[src/pin_relocation_pkg.sv]
// Package for the peripheral pin relocation block: register map and field positions.
// Assumes a 32-bit APB with one aligned word per relocation register.
package pin_relocation_pkg;

  // Register byte addresses
  localparam logic [11:0] IRQ_NMI_TRIGGER_PIN_SELECT_ADDR = 12'h000;
  localparam logic [11:0] SERIAL_7_8_PIN_SELECT_ADDR = 12'h004;
  localparam logic [11:0] CLOCK_OUT0_PIN_SELECT_ADDR = 12'h008;
  localparam logic [11:0] SERIAL2_PIN_SELECT_ADDR = 12'h00c;

  // Writable (implemented) bits of each register, all others reserved
  localparam logic [7:0] IRQ_NMI_TRIGGER_MASK = 8'h0b;
  localparam logic [7:0] SERIAL_7_8_MASK = 8'h3f;
  localparam logic [7:0] CLOCK_OUT0_MASK = 8'h20;
  localparam logic [7:0] SERIAL2_MASK = 8'h08;
  localparam logic [7:0] SELECT_RESET = 8'h00;

  // Field positions inside the byte (upper-byte registers: bit n+8 maps to n)
  localparam int EXT_IRQ3_SECOND_ALT_BIT = 3;
  localparam int NMI_ALT_BIT = 1;
  localparam int CONVERTER_TRIGGER_ALT_BIT = 0;
  localparam int SERIAL8_CLOCK_ALT_BIT = 5;
  localparam int SERIAL8_TX_ALT_BIT = 4;
  localparam int SERIAL8_RX_ALT_BIT = 3;
  localparam int SERIAL7_CLOCK_ALT_BIT = 2;
  localparam int SERIAL7_TX_ALT_BIT = 1;
  localparam int SERIAL7_RX_ALT_BIT = 0;
  localparam int CLOCK_OUT0_ALT_BIT = 5;
  localparam int SERIAL2_RX_ALT_BIT = 3;

  localparam int NUM_SERIAL = 2;
  localparam int SYNC_STAGES = 2;

endpackage : pin_relocation_pkg

[src/pin_sync_if.sv]
// Interface carrying raw pin levels into the synchroniser and clean levels out.
// Assumes one clock domain on the sampling side.
`timescale 1ns/1ns
`default_nettype none

interface pin_sync_if #(parameter int WIDTH = 1);
  logic [WIDTH-1:0] raw;
  logic [WIDTH-1:0] clean;
  modport owner (output raw, input clean);
  modport sync (input raw, output clean);
endinterface : pin_sync_if

`default_nettype wire

[src/pin_sync.sv]
// Two-flip-flop synchroniser for a vector of pin levels.
// Assumes inputs asynchronous to clock; only the second stage is read outside.
`timescale 1ns/1ns
`default_nettype none

module pin_sync #(
  parameter int WIDTH = 1
) (
  // Clock and reset
  input wire logic clock,
  input wire logic rstn,
  // Pin levels
  pin_sync_if.sync pins
);

  logic [WIDTH-1:0] meta_reg;
  logic [WIDTH-1:0] meta_next;
  logic [WIDTH-1:0] stable_reg;
  logic [WIDTH-1:0] stable_next;

  always_comb begin
    meta_next = pins.raw;
    stable_next = meta_reg;
    if (!rstn) begin
      meta_next = '0;
      stable_next = '0;
    end
  end

  always_ff @(posedge clock) begin
    meta_reg <= meta_next;
    stable_reg <= stable_next;
  end

  assign pins.clean = stable_reg;

endmodule : pin_sync

`default_nettype wire

[src/peripheral_pin_relocation.sv]
// Peripheral pin relocation: APB-programmed selects route peripheral signals
// between primary and alternate package pins.
// Assumes APB master on clock; pad inputs asynchronous; peripherals on clock.
// What this block does
// - Serial 2 select set routes alternate receive pin; bits two to zero reserved.
// - Reserved bits stay unchanged by any write, including read-modify-write.
// - Second interrupt-3 select picks primary or second alternate pin when first is zero.
// - NMI select picks primary or alternate NMI pin for interrupt logic.
// - Converter trigger select picks primary or alternate trigger pin.
// - Serial 8 clock select moves bidirectional clock, both directions.
// - Serial 8 transmit select drives data out on primary or alternate pin.
// - Serial 8 receive select feeds data in from primary or alternate pin.
// - Serial 7 clock select moves bidirectional clock, both directions.
// - Serial 7 transmit select drives data out on primary or alternate pin.
// - Serial 7 receive select feeds data in from primary or alternate pin.
// - Clock output 0 select drives clock out on primary or alternate pin.
`timescale 1ns/1ns
`default_nettype none

module peripheral_pin_relocation
  import pin_relocation_pkg::*;
(
  // Clock and reset
  input wire logic clock,
  input wire logic rstn,
  // APB slave
  input wire logic psel,
  input wire logic penable,
  input wire logic pwrite,
  input wire logic [11:0] paddr,
  input wire logic [31:0] pwdata,
  output logic [31:0] prdata,
  output logic pready,
  output logic pslverr,
  // Select kept outside this block
  input wire logic ext_irq3_first_alt_select,
  // Interrupt, trigger and serial 2 receive pins
  input wire logic ext_irq3_primary_pin,
  input wire logic ext_irq3_first_alt_pin,
  input wire logic ext_irq3_second_alt_pin,
  input wire logic nmi_primary_pin,
  input wire logic nmi_alt_pin,
  input wire logic converter_trigger_pin,
  input wire logic converter_trigger_alt_pin,
  input wire logic serial2_rx_primary_pin,
  input wire logic serial2_rx_alt_pin,
  // Serial 7/8 and clock output 0 pins, index 0 is channel 7, index 1 channel 8
  input wire logic [NUM_SERIAL-1:0] serial_rx_primary_pin,
  input wire logic [NUM_SERIAL-1:0] serial_rx_alt_pin,
  output logic [NUM_SERIAL-1:0] serial_tx_primary_out,
  output logic [NUM_SERIAL-1:0] serial_tx_primary_oe,
  output logic [NUM_SERIAL-1:0] serial_tx_alt_out,
  output logic [NUM_SERIAL-1:0] serial_tx_alt_oe,
  input wire logic [NUM_SERIAL-1:0] serial_clock_primary_in,
  input wire logic [NUM_SERIAL-1:0] serial_clock_alt_in,
  output logic [NUM_SERIAL-1:0] serial_clock_primary_out,
  output logic [NUM_SERIAL-1:0] serial_clock_primary_oe,
  output logic [NUM_SERIAL-1:0] serial_clock_alt_out,
  output logic [NUM_SERIAL-1:0] serial_clock_alt_oe,
  output logic clock_out0_pin,
  output logic clock_out0_pin_oe,
  output logic clock_out0_alt_pin,
  output logic clock_out0_alt_pin_oe,
  // Peripheral side
  input wire logic [NUM_SERIAL-1:0] serial_tx_data,
  input wire logic [NUM_SERIAL-1:0] serial_tx_enable,
  input wire logic [NUM_SERIAL-1:0] serial_clock_data,
  input wire logic [NUM_SERIAL-1:0] serial_clock_enable,
  output logic [NUM_SERIAL-1:0] serial_rx_data,
  output logic [NUM_SERIAL-1:0] serial_clock_in,
  output logic serial2_rx_data,
  output logic ext_irq3_in,
  output logic nmi_in,
  output logic converter_trigger_in,
  input wire logic clock_out0_source
);

  ////////////////////////////////////////////////////////////////////////////
  // Pad synchronisers

  localparam int NUM_SYNC = 9 + 4 * NUM_SERIAL;

  pin_sync_if #(.WIDTH(NUM_SYNC)) pad_if ();

  assign pad_if.raw = {ext_irq3_primary_pin, ext_irq3_first_alt_pin, ext_irq3_second_alt_pin,
                       nmi_primary_pin, nmi_alt_pin, converter_trigger_pin,
                       converter_trigger_alt_pin, serial2_rx_primary_pin, serial2_rx_alt_pin,
                       serial_rx_primary_pin, serial_rx_alt_pin,
                       serial_clock_primary_in, serial_clock_alt_in};

  pin_sync #(.WIDTH(NUM_SYNC)) pad_sync (
    .clock(clock),
    .rstn(rstn),
    .pins(pad_if.sync)
  );

  logic irq3_p, irq3_a1, irq3_a2, nmi_p, nmi_a, trig_p, trig_a, s2_p, s2_a;
  logic [NUM_SERIAL-1:0] rx_p, rx_a, ck_p, ck_a;

  assign {irq3_p, irq3_a1, irq3_a2, nmi_p, nmi_a, trig_p, trig_a, s2_p, s2_a,
          rx_p, rx_a, ck_p, ck_a} = pad_if.clean;

  ////////////////////////////////////////////////////////////////////////////
  // Register file

  logic [7:0] irq_nmi_trigger_pin_select_reg, irq_nmi_trigger_pin_select_next;
  logic [7:0] serial_7_8_pin_select_reg, serial_7_8_pin_select_next;
  logic [7:0] clock_out0_pin_select_reg, clock_out0_pin_select_next;
  logic [7:0] serial2_pin_select_reg, serial2_pin_select_next;
  logic [31:0] prdata_next;
  logic pready_next;
  logic pslverr_next;

  // Only implemented bits take write data; reserved positions hold zero
  function automatic logic [7:0] masked_write(input logic [7:0] data, input logic [7:0] mask);
    masked_write = data & mask;
  endfunction : masked_write

  function automatic logic addr_known(input logic [11:0] addr);
    addr_known = (addr == IRQ_NMI_TRIGGER_PIN_SELECT_ADDR) ||
                 (addr == SERIAL_7_8_PIN_SELECT_ADDR) ||
                 (addr == CLOCK_OUT0_PIN_SELECT_ADDR) ||
                 (addr == SERIAL2_PIN_SELECT_ADDR);
  endfunction : addr_known

  logic setup_phase;
  logic write_take;
  assign setup_phase = psel && !penable;
  assign write_take = psel && penable && pwrite && pready;

  always_comb begin
    irq_nmi_trigger_pin_select_next = irq_nmi_trigger_pin_select_reg;
    serial_7_8_pin_select_next = serial_7_8_pin_select_reg;
    clock_out0_pin_select_next = clock_out0_pin_select_reg;
    serial2_pin_select_next = serial2_pin_select_reg;
    prdata_next = prdata;
    // No wait state: ready rises in the access phase's first cycle
    pready_next = setup_phase;
    pslverr_next = setup_phase && !addr_known(paddr);
    if (setup_phase && !pwrite) begin
      case (paddr)
        IRQ_NMI_TRIGGER_PIN_SELECT_ADDR:
          prdata_next = {24'h000000, irq_nmi_trigger_pin_select_reg};
        SERIAL_7_8_PIN_SELECT_ADDR: prdata_next = {24'h000000, serial_7_8_pin_select_reg};
        CLOCK_OUT0_PIN_SELECT_ADDR: prdata_next = {24'h000000, clock_out0_pin_select_reg};
        SERIAL2_PIN_SELECT_ADDR: prdata_next = {24'h000000, serial2_pin_select_reg};
        default: prdata_next = 32'h00000000;
      endcase
    end
    if (write_take) begin
      case (paddr)
        IRQ_NMI_TRIGGER_PIN_SELECT_ADDR:
          irq_nmi_trigger_pin_select_next =
            masked_write(pwdata[7:0], IRQ_NMI_TRIGGER_MASK);
        SERIAL_7_8_PIN_SELECT_ADDR:
          serial_7_8_pin_select_next = masked_write(pwdata[7:0], SERIAL_7_8_MASK);
        CLOCK_OUT0_PIN_SELECT_ADDR:
          clock_out0_pin_select_next = masked_write(pwdata[7:0], CLOCK_OUT0_MASK);
        SERIAL2_PIN_SELECT_ADDR:
          serial2_pin_select_next = masked_write(pwdata[7:0], SERIAL2_MASK);
        default: ;
      endcase
    end
    if (!rstn) begin
      irq_nmi_trigger_pin_select_next = SELECT_RESET;
      serial_7_8_pin_select_next = SELECT_RESET;
      clock_out0_pin_select_next = SELECT_RESET;
      serial2_pin_select_next = SELECT_RESET;
      prdata_next = 32'h00000000;
      pready_next = 1'b0;
      pslverr_next = 1'b0;
    end
  end

  always_ff @(posedge clock) begin
    irq_nmi_trigger_pin_select_reg <= irq_nmi_trigger_pin_select_next;
    serial_7_8_pin_select_reg <= serial_7_8_pin_select_next;
    clock_out0_pin_select_reg <= clock_out0_pin_select_next;
    serial2_pin_select_reg <= serial2_pin_select_next;
    prdata <= prdata_next;
    pready <= pready_next;
    pslverr <= pslverr_next;
  end

  ////////////////////////////////////////////////////////////////////////////
  // Routing

  logic [NUM_SERIAL-1:0] tx_sel, rx_sel, ck_sel;
  assign tx_sel = {serial_7_8_pin_select_reg[SERIAL8_TX_ALT_BIT],
                   serial_7_8_pin_select_reg[SERIAL7_TX_ALT_BIT]};
  assign rx_sel = {serial_7_8_pin_select_reg[SERIAL8_RX_ALT_BIT],
                   serial_7_8_pin_select_reg[SERIAL7_RX_ALT_BIT]};
  assign ck_sel = {serial_7_8_pin_select_reg[SERIAL8_CLOCK_ALT_BIT],
                   serial_7_8_pin_select_reg[SERIAL7_CLOCK_ALT_BIT]};

  logic [NUM_SERIAL-1:0] tx_p_out_next, tx_p_oe_next, tx_a_out_next, tx_a_oe_next;
  logic [NUM_SERIAL-1:0] ck_p_out_next, ck_p_oe_next, ck_a_out_next, ck_a_oe_next;
  logic [NUM_SERIAL-1:0] rx_data_next, ck_in_next;

  // Unselected pad is released and ignored so two pads never fight
  genvar ch;
  generate
    for (ch = 0; ch < NUM_SERIAL; ch++) begin : g_serial
      always_comb begin
        tx_p_out_next[ch] = !tx_sel[ch] && serial_tx_data[ch];
        tx_p_oe_next[ch] = !tx_sel[ch] && serial_tx_enable[ch];
        tx_a_out_next[ch] = tx_sel[ch] && serial_tx_data[ch];
        tx_a_oe_next[ch] = tx_sel[ch] && serial_tx_enable[ch];
        ck_p_out_next[ch] = !ck_sel[ch] && serial_clock_data[ch];
        ck_p_oe_next[ch] = !ck_sel[ch] && serial_clock_enable[ch];
        ck_a_out_next[ch] = ck_sel[ch] && serial_clock_data[ch];
        ck_a_oe_next[ch] = ck_sel[ch] && serial_clock_enable[ch];
        ck_in_next[ch] = ck_sel[ch] ? ck_a[ch] : ck_p[ch];
        rx_data_next[ch] = rx_sel[ch] ? rx_a[ch] : rx_p[ch];
        if (!rstn) begin
          {tx_p_out_next[ch], tx_p_oe_next[ch], tx_a_out_next[ch], tx_a_oe_next[ch]} = 4'h0;
          {ck_p_out_next[ch], ck_p_oe_next[ch], ck_a_out_next[ch], ck_a_oe_next[ch]} = 4'h0;
          {rx_data_next[ch], ck_in_next[ch]} = 2'h0;
        end
      end
    end
  endgenerate

  logic irq3_next, nmi_next, trig_next, s2_next;
  logic co_p_next, co_p_oe_next, co_a_next, co_a_oe_next;
  logic co_sel;
  assign co_sel = clock_out0_pin_select_reg[CLOCK_OUT0_ALT_BIT];

  always_comb begin
    if (ext_irq3_first_alt_select) begin
      irq3_next = irq3_a1;
    end else if (irq_nmi_trigger_pin_select_reg[EXT_IRQ3_SECOND_ALT_BIT]) begin
      irq3_next = irq3_a2;
    end else begin
      irq3_next = irq3_p;
    end
    nmi_next = irq_nmi_trigger_pin_select_reg[NMI_ALT_BIT] ? nmi_a : nmi_p;
    trig_next = irq_nmi_trigger_pin_select_reg[CONVERTER_TRIGGER_ALT_BIT] ? trig_a
      : trig_p;
    s2_next = serial2_pin_select_reg[SERIAL2_RX_ALT_BIT] ? s2_a : s2_p;
    co_p_next = !co_sel && clock_out0_source;
    co_p_oe_next = !co_sel;
    co_a_next = co_sel && clock_out0_source;
    co_a_oe_next = co_sel;
    if (!rstn) begin
      {irq3_next, nmi_next, trig_next, s2_next} = 4'h0;
      {co_p_next, co_p_oe_next, co_a_next, co_a_oe_next} = 4'h0;
    end
  end

  // All outputs registered; one cycle latency through the mux
  always_ff @(posedge clock) begin
    serial_tx_primary_out <= tx_p_out_next;
    serial_tx_primary_oe <= tx_p_oe_next;
    serial_tx_alt_out <= tx_a_out_next;
    serial_tx_alt_oe <= tx_a_oe_next;
    serial_clock_primary_out <= ck_p_out_next;
    serial_clock_primary_oe <= ck_p_oe_next;
    serial_clock_alt_out <= ck_a_out_next;
    serial_clock_alt_oe <= ck_a_oe_next;
    serial_rx_data <= rx_data_next;
    serial_clock_in <= ck_in_next;
    serial2_rx_data <= s2_next;
    ext_irq3_in <= irq3_next;
    nmi_in <= nmi_next;
    converter_trigger_in <= trig_next;
    clock_out0_pin <= co_p_next;
    clock_out0_pin_oe <= co_p_oe_next;
    clock_out0_alt_pin <= co_a_next;
    clock_out0_alt_pin_oe <= co_a_oe_next;
  end

  ////////////////////////////////////////////////////////////////////////////
  // Assertions

  AST_RESERVED_ZERO: assert property (@(posedge clock) disable iff (!rstn)
    ((irq_nmi_trigger_pin_select_reg & ~IRQ_NMI_TRIGGER_MASK) == 8'h00) &&
    ((serial_7_8_pin_select_reg & ~SERIAL_7_8_MASK) == 8'h00))
    else $error("Reserved select bit set");

  AST_IRQ3_ROUTE: assert property (@(posedge clock) disable iff (!rstn)
    (!ext_irq3_first_alt_select && !irq_nmi_trigger_pin_select_reg[EXT_IRQ3_SECOND_ALT_BIT])
    |=> ext_irq3_in == $past(irq3_p))
    else $error("Interrupt 3 not from primary pin");

  AST_IRQ3_FIRST: assert property (@(posedge clock) disable iff (!rstn)
    ext_irq3_first_alt_select |=> ext_irq3_in == $past(irq3_a1))
    else $error("Interrupt 3 not from first alternate pin");

  AST_NMI_ROUTE: assert property (@(posedge clock) disable iff (!rstn)
    ##1 nmi_in == ($past(irq_nmi_trigger_pin_select_reg[NMI_ALT_BIT]) ? $past(nmi_a)
                                                                     : $past(nmi_p)))
    else $error("NMI routed from wrong pin");

  AST_TRIG_ROUTE: assert property (@(posedge clock) disable iff (!rstn)
    irq_nmi_trigger_pin_select_reg[CONVERTER_TRIGGER_ALT_BIT] |=>
      converter_trigger_in == $past(trig_a))
    else $error("Trigger not from alternate pin");

  AST_TX_EXCLUSIVE: assert property (@(posedge clock) disable iff (!rstn)
    ((serial_tx_primary_oe & serial_tx_alt_oe) == '0) &&
    ((serial_clock_primary_oe & serial_clock_alt_oe) == '0))
    else $error("Both pads driven");

  AST_TX_FOLLOW: assert property (@(posedge clock) disable iff (!rstn)
    (serial_tx_enable[1] && tx_sel[1]) |=> serial_tx_alt_oe[1] && !serial_tx_primary_oe[1])
    else $error("Serial 8 output on wrong pad");

  AST_RX7_ROUTE: assert property (@(posedge clock) disable iff (!rstn)
    !rx_sel[0] |=> serial_rx_data[0] == $past(rx_p[0]))
    else $error("Serial 7 input from wrong pad");

  AST_CLKOUT_ROUTE: assert property (@(posedge clock) disable iff (!rstn)
    co_sel |=> clock_out0_alt_pin_oe && !clock_out0_pin_oe)
    else $error("Clock output on wrong pad");

  AST_APB_READY: assert property (@(posedge clock) disable iff (!rstn)
    (psel && !penable) |=> pready ##1 !pready)
    else $error("Ready not one cycle after setup");

endmodule : peripheral_pin_relocation

`default_nettype wire

[config.mk]
export PLATFORM = sky130hd
export DESIGN_NAME = peripheral_pin_relocation
export DESIGN_NICKNAME = d
export VERILOG_FILES = /design/src/pin_relocation_pkg.sv /design/src/pin_sync_if.sv /design/src/pin_sync.sv /design/src/peripheral_pin_relocation.sv
export SDC_FILE = /design/constraint.sdc
export NUM_CORES = 1
export LEC_CHECK = 0
export ABC_AREA = 1
export BUFFER_PORTS_ARGS = -buffer_cell sky130_fd_sc_hd__buf_2
export CELL_PAD_IN_SITES_DETAIL_PLACEMENT = 2
export CELL_PAD_IN_SITES_GLOBAL_PLACEMENT = 2
export CORE_MARGIN = 3
export CORE_UTILIZATION = 25
export DETAILED_ROUTE_END_ITERATION = 16
export PLACE_DENSITY_LB_ADDON = 0.1
export REMOVE_ABC_BUFFERS = 1
export SLEW_MARGIN = 25
export SYNTH_ARGS = -nofsm -noshare
export SYNTH_HDL_FRONTEND = slang
export SYNTH_SLANG_ARGS = --single-unit
[constraint.sdc]
create_clock -name clock -period 1.34 [get_ports clock]
set_clock_uncertainty 0.1 [all_clocks]
set_input_delay 0.067 -clock clock [delete_from_list [all_inputs] [get_ports clock]]
set_output_delay 0.067 -clock clock [all_outputs]
set_load 0.02 [all_outputs]
==> flow_summary_export.csv, run 1 <==
group,metric,value,unit
status,status,"finished, final reports clean",
setup_path,critPathSlowestCell,"dfxtp_2",
setup_path,reg2reg_depth,6,
clocking,cts_tree,"built",
run,drv_cap,0,
clocking,root_buffer,"clkbuf_16",
detailed_routing,first_pass_iters,4,
cells_and_area,fin_area,0.00412,mm^2
global_route,grt_start_max_net_pins,22,
setup_path,start_kind,"flip-flop",
setup_path,startpoint,"pready",
clocking,cts.htree.levels,3,
setup_path,slowest_delay,330,ps
detailed_routing,drtIter0Drc,59,
global_route,gr-total-overflow,0,
logic_synthesis,synth_area_leaders,"dfxtp_1 (56%), inv_1 (8.0%), nand2_1 (6.9%), buf_4 (6.8%), nor3_1 (3.1%)",
global_route,use_met3,2.89,%
place,hpwl,5510,um
detailed_routing,vias,2496,
setup_path,path_class,"flip-flop to flip-flop",
pwr,peakVddDrop,0.504,mV
logic_synthesis,synthCells,339,
logic_synthesis,synth_cell_types,22,
setup_path,timing.rr.end,"irq_nmi_trigger_pin_select_reg[0]",
die,fp.dieH,113,um
logic_synthesis,yosys.area.top_type,"dfxtp_1",
setup_path,r2r-start,"pready",
sta,setup_violations,0,
clocking,numCtsBuffers,9,
global_route,first_global_vias,2548,
min_path,hold_class,"primary input to flip-flop",
logic_synthesis,synth.cell_area,0.00287,mm^2
place,portBuffers,85,
setup_path,crit_path_max_fanout,6,
detailed_routing,wl,7590,um
detailed_routing,drc,0,
sta,slew_violations,0,
die,coreArea,0.0110,mm^2
sta,fmax,807,MHz
logic_synthesis,ys_seq_area_share,56.5,%
sta,final-hold-violation-count,0,
setup_path,critPathCaptureType,"flip-flop",
setup_path,crit_end,"irq_nmi_trigger_pin_select_reg[0]",
setup_path,cp.required,1450,ps
clocking,cts_sinks,81,
place,place_area,0.00337,mm^2
setup_path,critPathArrivalTime,1350,ps
die,start_util,26.0,%
global_route,antenna_found_initial,0,
cells_and_area,drive_gt1_share,27.3,%
pwr,power.leakage,2.11,nW
die,die-area,0.0128,mm^2
place,gp_congestion,0.700,
cells_and_area,area_growth,43.5,%
logic_synthesis,synth.avg_cell_area,8.47,um^2
global_route,grtUsageMet2,21.1,%
die,row_count,38,
die,pin_count,138,
clocking,clk_latency,330,ps
setup_path,r2r_slack,100,ps
global_route,grt_pass1_wl,12300,um
cells_and_area,n_antenna_cell,0,
die,die_x,113,um
global_route,grt_usage,12.1,%
sta,setup-tns-final,0,ps
logic_synthesis,yosys_register_bits,81,
clocking,clk_pin_slew,60,ps
detailed_routing,wl_per_cell,12.4,um
clocking,cts_buffer_depth,2,
detailed_routing,vias_per_cell,4.07,
global_route,grt.busiest_layer,"met2",
detailed_routing,ant_nets,0,
logic_synthesis,yosys_warnings,0,
setup_path,cp_cell_sequence,"nand2_1 -> nor2_4 -> buf_6 -> nand3_4 -> o21ai_1 -> a21oi_1",
pwr,powerDensity,1410,mW/mm^2
cells_and_area,finalNetCount,544,
logic_synthesis,synth_top_area_share,56.5,%
global_route,grtUsageMet1,14.4,%
sta,post-route-min-period,1240,ps
sta,period_share,92.4,%
## how the worst min path moves through the flow
| stage | from | depth (start not counted) | end | slack (ps) |
|---|---|---|---|---|
| 2_1_floorplan | rstn | 2 | pad_sync.meta_reg[0] | 60 |
| 3_3_place_gp | serial_rx_alt_pin[1] | 3 | pad_sync.meta_reg[5] | 150 |
| 3_5_place_dp | serial_clock_primary_in[1] | 3 | pad_sync.meta_reg[3] | 160 |
| 4_1_cts | paddr[3] | 4 | prdata[2] | 5 |
| 5_1_grt | paddr[3] | 4 | prdata[2] | 20 |
| 6_report | penable | 4 | pready | 10 |
## synthesized netlist by cell type, drive strengths merged
cell and n:
dfxtp 81, inv 62, nand2 54, buf 33, nor2 29, o21ai 23, a21oi 19, nor3 18
nand3 13, clkbuf 3, or2 2, a21boi 1, conb 1
## critical path, delay by kind of cell, from the launching register on
| kind | cells | cell delay, ps |
|---|---|---|
| buffers and inverters | 1 | 130 |
| flip-flops | 1 | 330 |
| AO/OA/AOI/OAI | 2 | 200 |
| AND/OR/NAND/NOR | 3 | 350 |
## through the flow
stage | instances | power, mW | utilization [%] | hold WS (ps) | worst slack, ps
global placement | 561 | 2.91 | 30.6 | 147 | -1.74
detailed placement | 561 | 2.93 | 30.6 | 158 | -59.5
CTS | 611 | 5.90 | 36.8 | 5.17 | -40.3
floorplan | 328 | 2.75 | - | 60.5 | 47.4
finish | 613 | 5.82 | 37.4 | 12.8 | 101
global route | 613 | 6.09 | 37.4 | 23.6 | -15.8
## metal layers
metal | vias to the layer above | share of wire (%)
li1 | 1231 | -
met1 | 1180 | 43
met2 | 76 | 50
met3 | 9 | 6.1
met4 | 0 | 1.3
met5 | - | 0
## report_power, final
group	leakage (nW)	internal [mW]	switching [mW]
Sequential	0.664	2.48	0.0194
Clock	0.165	1.88	0.986
Combinational	1.28	0.187	0.262
## layout make-up
cell class                 instances  area, um^2
multi-input combinational        185         890
tap                              140         175
clock inverter                     6         114
inverter                          62         235
timing repair buffer             129         845
clock buffer                      10         239
fill                            1277        6910
sequential                        81        1620
## cell families (layout without fill, tap and decap cells)
| logic type | Yosys count | after routing | share of synthesized area [%] |
|---|---|---|---|
| flops | 81 | 81 | 56.5 |
| buf+inv | 98 | 207 | 17.0 |
| other cells | 1 | 26 | 0.131 |
| simple gates | 116 | 116 | 18.4 |
| compound gates | 43 | 43 | 7.98 |
## cell usage in the layout, fill, tap and decap left out
master,Yosys,layout
conb_1,1,26
a21oi_1,16,16
nor3_1,18,18
dfxtp_2,0,1
nor2_1,22,22
clkbuf_16,0,9
nor2_4,4,6
inv_2,1,1
nand2_2,1,1
inv_1,61,60
o21ai_1,16,15
buf_6,2,1
inv_6,0,1
bufinv_16,0,3
buf_4,26,9
o21ai_2,0,1
clkinvlp_4,0,2
or2_1,2,2
nor2_2,3,1
nand3_1,11,10
buf_2,5,85
nand3_2,2,1
dfxtp_1,81,80
nand2_1,53,53
inv_4,0,1
clkbuf_8,0,1
dlygate4sd3_1,0,34
a21oi_2,3,3
o21ai_0,7,7
nand3_4,0,2
a21boi_1,1,1
## repair_timing
| action | in CTS | in global routing |
|---|---|---|
| resized for setup | 0 | 10 |
| hold buffers | 34 | 0 |
| pin swaps | 0 | 4 |
| setup endpoints to repair | 6 | 13 |
| setup buffers | 0 | 2 |
| endpoints found under the hold margin | 48 | 0 |
Note: power is estimated with default switching activity, not from simulation.
==> inputs of run 2 (changes only) <==
--- a/config.mk
+++ b/config.mk
@@ -10,9 +10,9 @@
 export CELL_PAD_IN_SITES_DETAIL_PLACEMENT = 2
 export CELL_PAD_IN_SITES_GLOBAL_PLACEMENT = 2
 export CORE_MARGIN = 3
-export CORE_UTILIZATION = 25
+export CORE_UTILIZATION = 22
 export DETAILED_ROUTE_END_ITERATION = 16
-export PLACE_DENSITY_LB_ADDON = 0.1
+export PLACE_DENSITY = 0.76
 export REMOVE_ABC_BUFFERS = 1
 export SLEW_MARGIN = 25
 export SYNTH_ARGS = -nofsm -noshare
==> constraint.sdc (replaced) <==
create_clock -name clock -period 1.1 [get_ports clock]
set_clock_uncertainty 0.1 [all_clocks]
set_input_delay 0.055 -clock clock [delete_from_list [all_inputs] [get_ports clock]]
set_output_delay 0.055 -clock clock [all_outputs]
set_load 0.02 [all_outputs]
==> flow_summary_export.csv, run 2 (synthesized netlist as in run 1, its figures left out) <==
group,metric,value,unit
sta,hold_ws,29.6,ps
die,start_util,22.7,%
detailed_routing,vias_per_cell,3.88,
clocking,root_buffer,"clkbuf_16",
die,die_x,120,um
clocking,cts_tree,"built",
cells_and_area,stdcell_count,659,
pwr,power.leakage,2.20,nW
clocking,cts_buffer_depth,2,
clocking,cts_sinks,81,
die,pin_count,138,
global_route,grt_usage,12.0,%
cells_and_area,finalNetCount,558,
global_route,grt_start_max_net_pins,36,
sta,rsz0062_at_grt,"true",
detailed_routing,wl,8840,um
die,die-area,0.0145,mm^2
detailed_routing,drc,0,
sta,setup_violations,11,
cells_and_area,mostFrequentLayoutCell,"buf_2",
setup_path,critPathCaptureType,"flip-flop",
setup_path,critPathArrivalTime,1330,ps
die,fp.dieH,120,um
detailed_routing,wl_per_cell,13.4,um
pwr,powerDensity,1510,mW/mm^2
min_path,hold_class,"primary input to flip-flop",
sta,fmax,831,MHz
place,pre_cts_slack,-289,ps
sta,post-route-min-period,1200,ps
sta,slew_violations,0,
global_route,first_global_vias,2786,
place,portBuffers,85,
place,placed_cells,603,
cells_and_area,final_cell_mix,"buf_2 (83), dfxtp_1 (78), inv_1 (59)",
cells_and_area,n_antenna_cell,0,
status,violations,"negative setup slack",
sta,final-hold-violation-count,0,
setup_path,path_class,"flip-flop to flip-flop",
global_route,grt_pass1_wl,13600,um
pwr,peakVddDrop,0.572,mV
sta,finalWorstSetupSlack,-104,ps
global_route,antenna_found_initial,0,
place,gp_congestion,0.697,
die,row_count,41,
detailed_routing,ant_nets,0,
detailed_routing,vias,2559,
cells_and_area,drive_gt1_share,32.9,%
clocking,cts.htree.levels,3,
global_route,gr-total-overflow,0,
sta,period_share,109,%
place,hpwl,6180,um
run,drv_cap,0,
detailed_routing,drtIter0Drc,50,
setup_path,cp.required,1220,ps
status,status,"finished with violations",
clocking,numCtsBuffers,9,
clocking,clk_latency,330,ps
detailed_routing,first_pass_iters,4,
setup_path,crit_path_max_fanout,3,
clocking,clk_pin_slew,60,ps
cells_and_area,area_growth,51.9,%
setup_path,start_kind,"flip-flop",
die,coreArea,0.0127,mm^2
==> run 2: changes by cell type in the layout (fill, tap and decap cells not counted), sizes merged <==
cell / before / now
inv: 63 / 62
bufinv: 3 / 0
clkinvlp: 2 / 1
buf: 95 / 107
clkbuf: 10 / 17
==> run 2: report_power, final <==
part / internal, mW / leakage (nW) / switching (mW) / total, mW
Combinational: 0.268 / 1.40 / 0.352 / 0.620
Clock: 1.78 / 0.142 / 1.15 / 2.93
Sequential: 3.03 / 0.665 / 0.0248 / 3.05
Total: 5.07 / 2.20 / 1.53 / 6.60
==> run 2: per-layer routing <==
| metal | share of wire (%) | track usage, % | up-vias |
|---|---|---|---|
| li1 | - | - | 1265 |
| met4 | 0.96 | 3.19 | 0 |
| met3 | 6.1 | 4.12 | 6 |
| met1 | 41 | 12.9 | 1209 |
| met2 | 52 | 22.4 | 79 |
| met5 | 0 | 0 | - |
==> run 2: repair_timing <==
item	4_1_cts	5_1_grt
gates cloned	0	2
setup endpoints to repair	12	27
setup buffers	0	4
pin swaps	7	5
gates resized for setup	15	22
endpoints found under the hold margin	49	0
hold buffers	34	0
==> run 2: worst max-delay path, cell delays in order (launching register included) <==
cell and delay, ps:
dfxtp_2 330, nand2_2 60, nor2_4 130, buf_6 140, nand3_1 110, o21ai_1 170
a21oi_1 60
==> run 2: cell type report <==
| class | instances | area [um^2] |
|---|---|---|
| inverter | 62 | 233 |
| multi-input combinational | 185 | 953 |
| clock inverter | 1 | 7.51 |
| clock buffer | 15 | 288 |
| timing repair buffer | 143 | 1040 |
| tap | 172 | 215 |
| sequential | 81 | 1630 |
| fill | 1459 | 8310 |
==> run 2: through the flow <==
step / instance area [um^2] / utilization (%) / setup TNS (ps) / power [mW]
floorplan: 2710 / - / -1590 / 3.35
global placement: 3510 / 27.7 / -1560 / 3.57
detailed placement: 3510 / 27.7 / -3200 / 3.59
CTS: 4210 / 33.2 / -923 / 6.68
global route: 4360 / 34.4 / -1300 / 6.91
finish: 4360 / 34.4 / -626 / 6.60
==> run 2: worst paths after layout <==
path / startpoint / to / slack (ps) / cells after the start
worst max-delay path: pready / serial2_pin_select_reg[3] / -100 / 6
worst max register to register: pready / serial2_pin_select_reg[3] / -100 / 6
worst min-delay path: paddr[2] / clock_out0_pin_select_reg[5] / 30 / 4
worst min register to register: pad_sync.meta_reg[10] / pad_sync.pins.clean[10] / 310 / 2
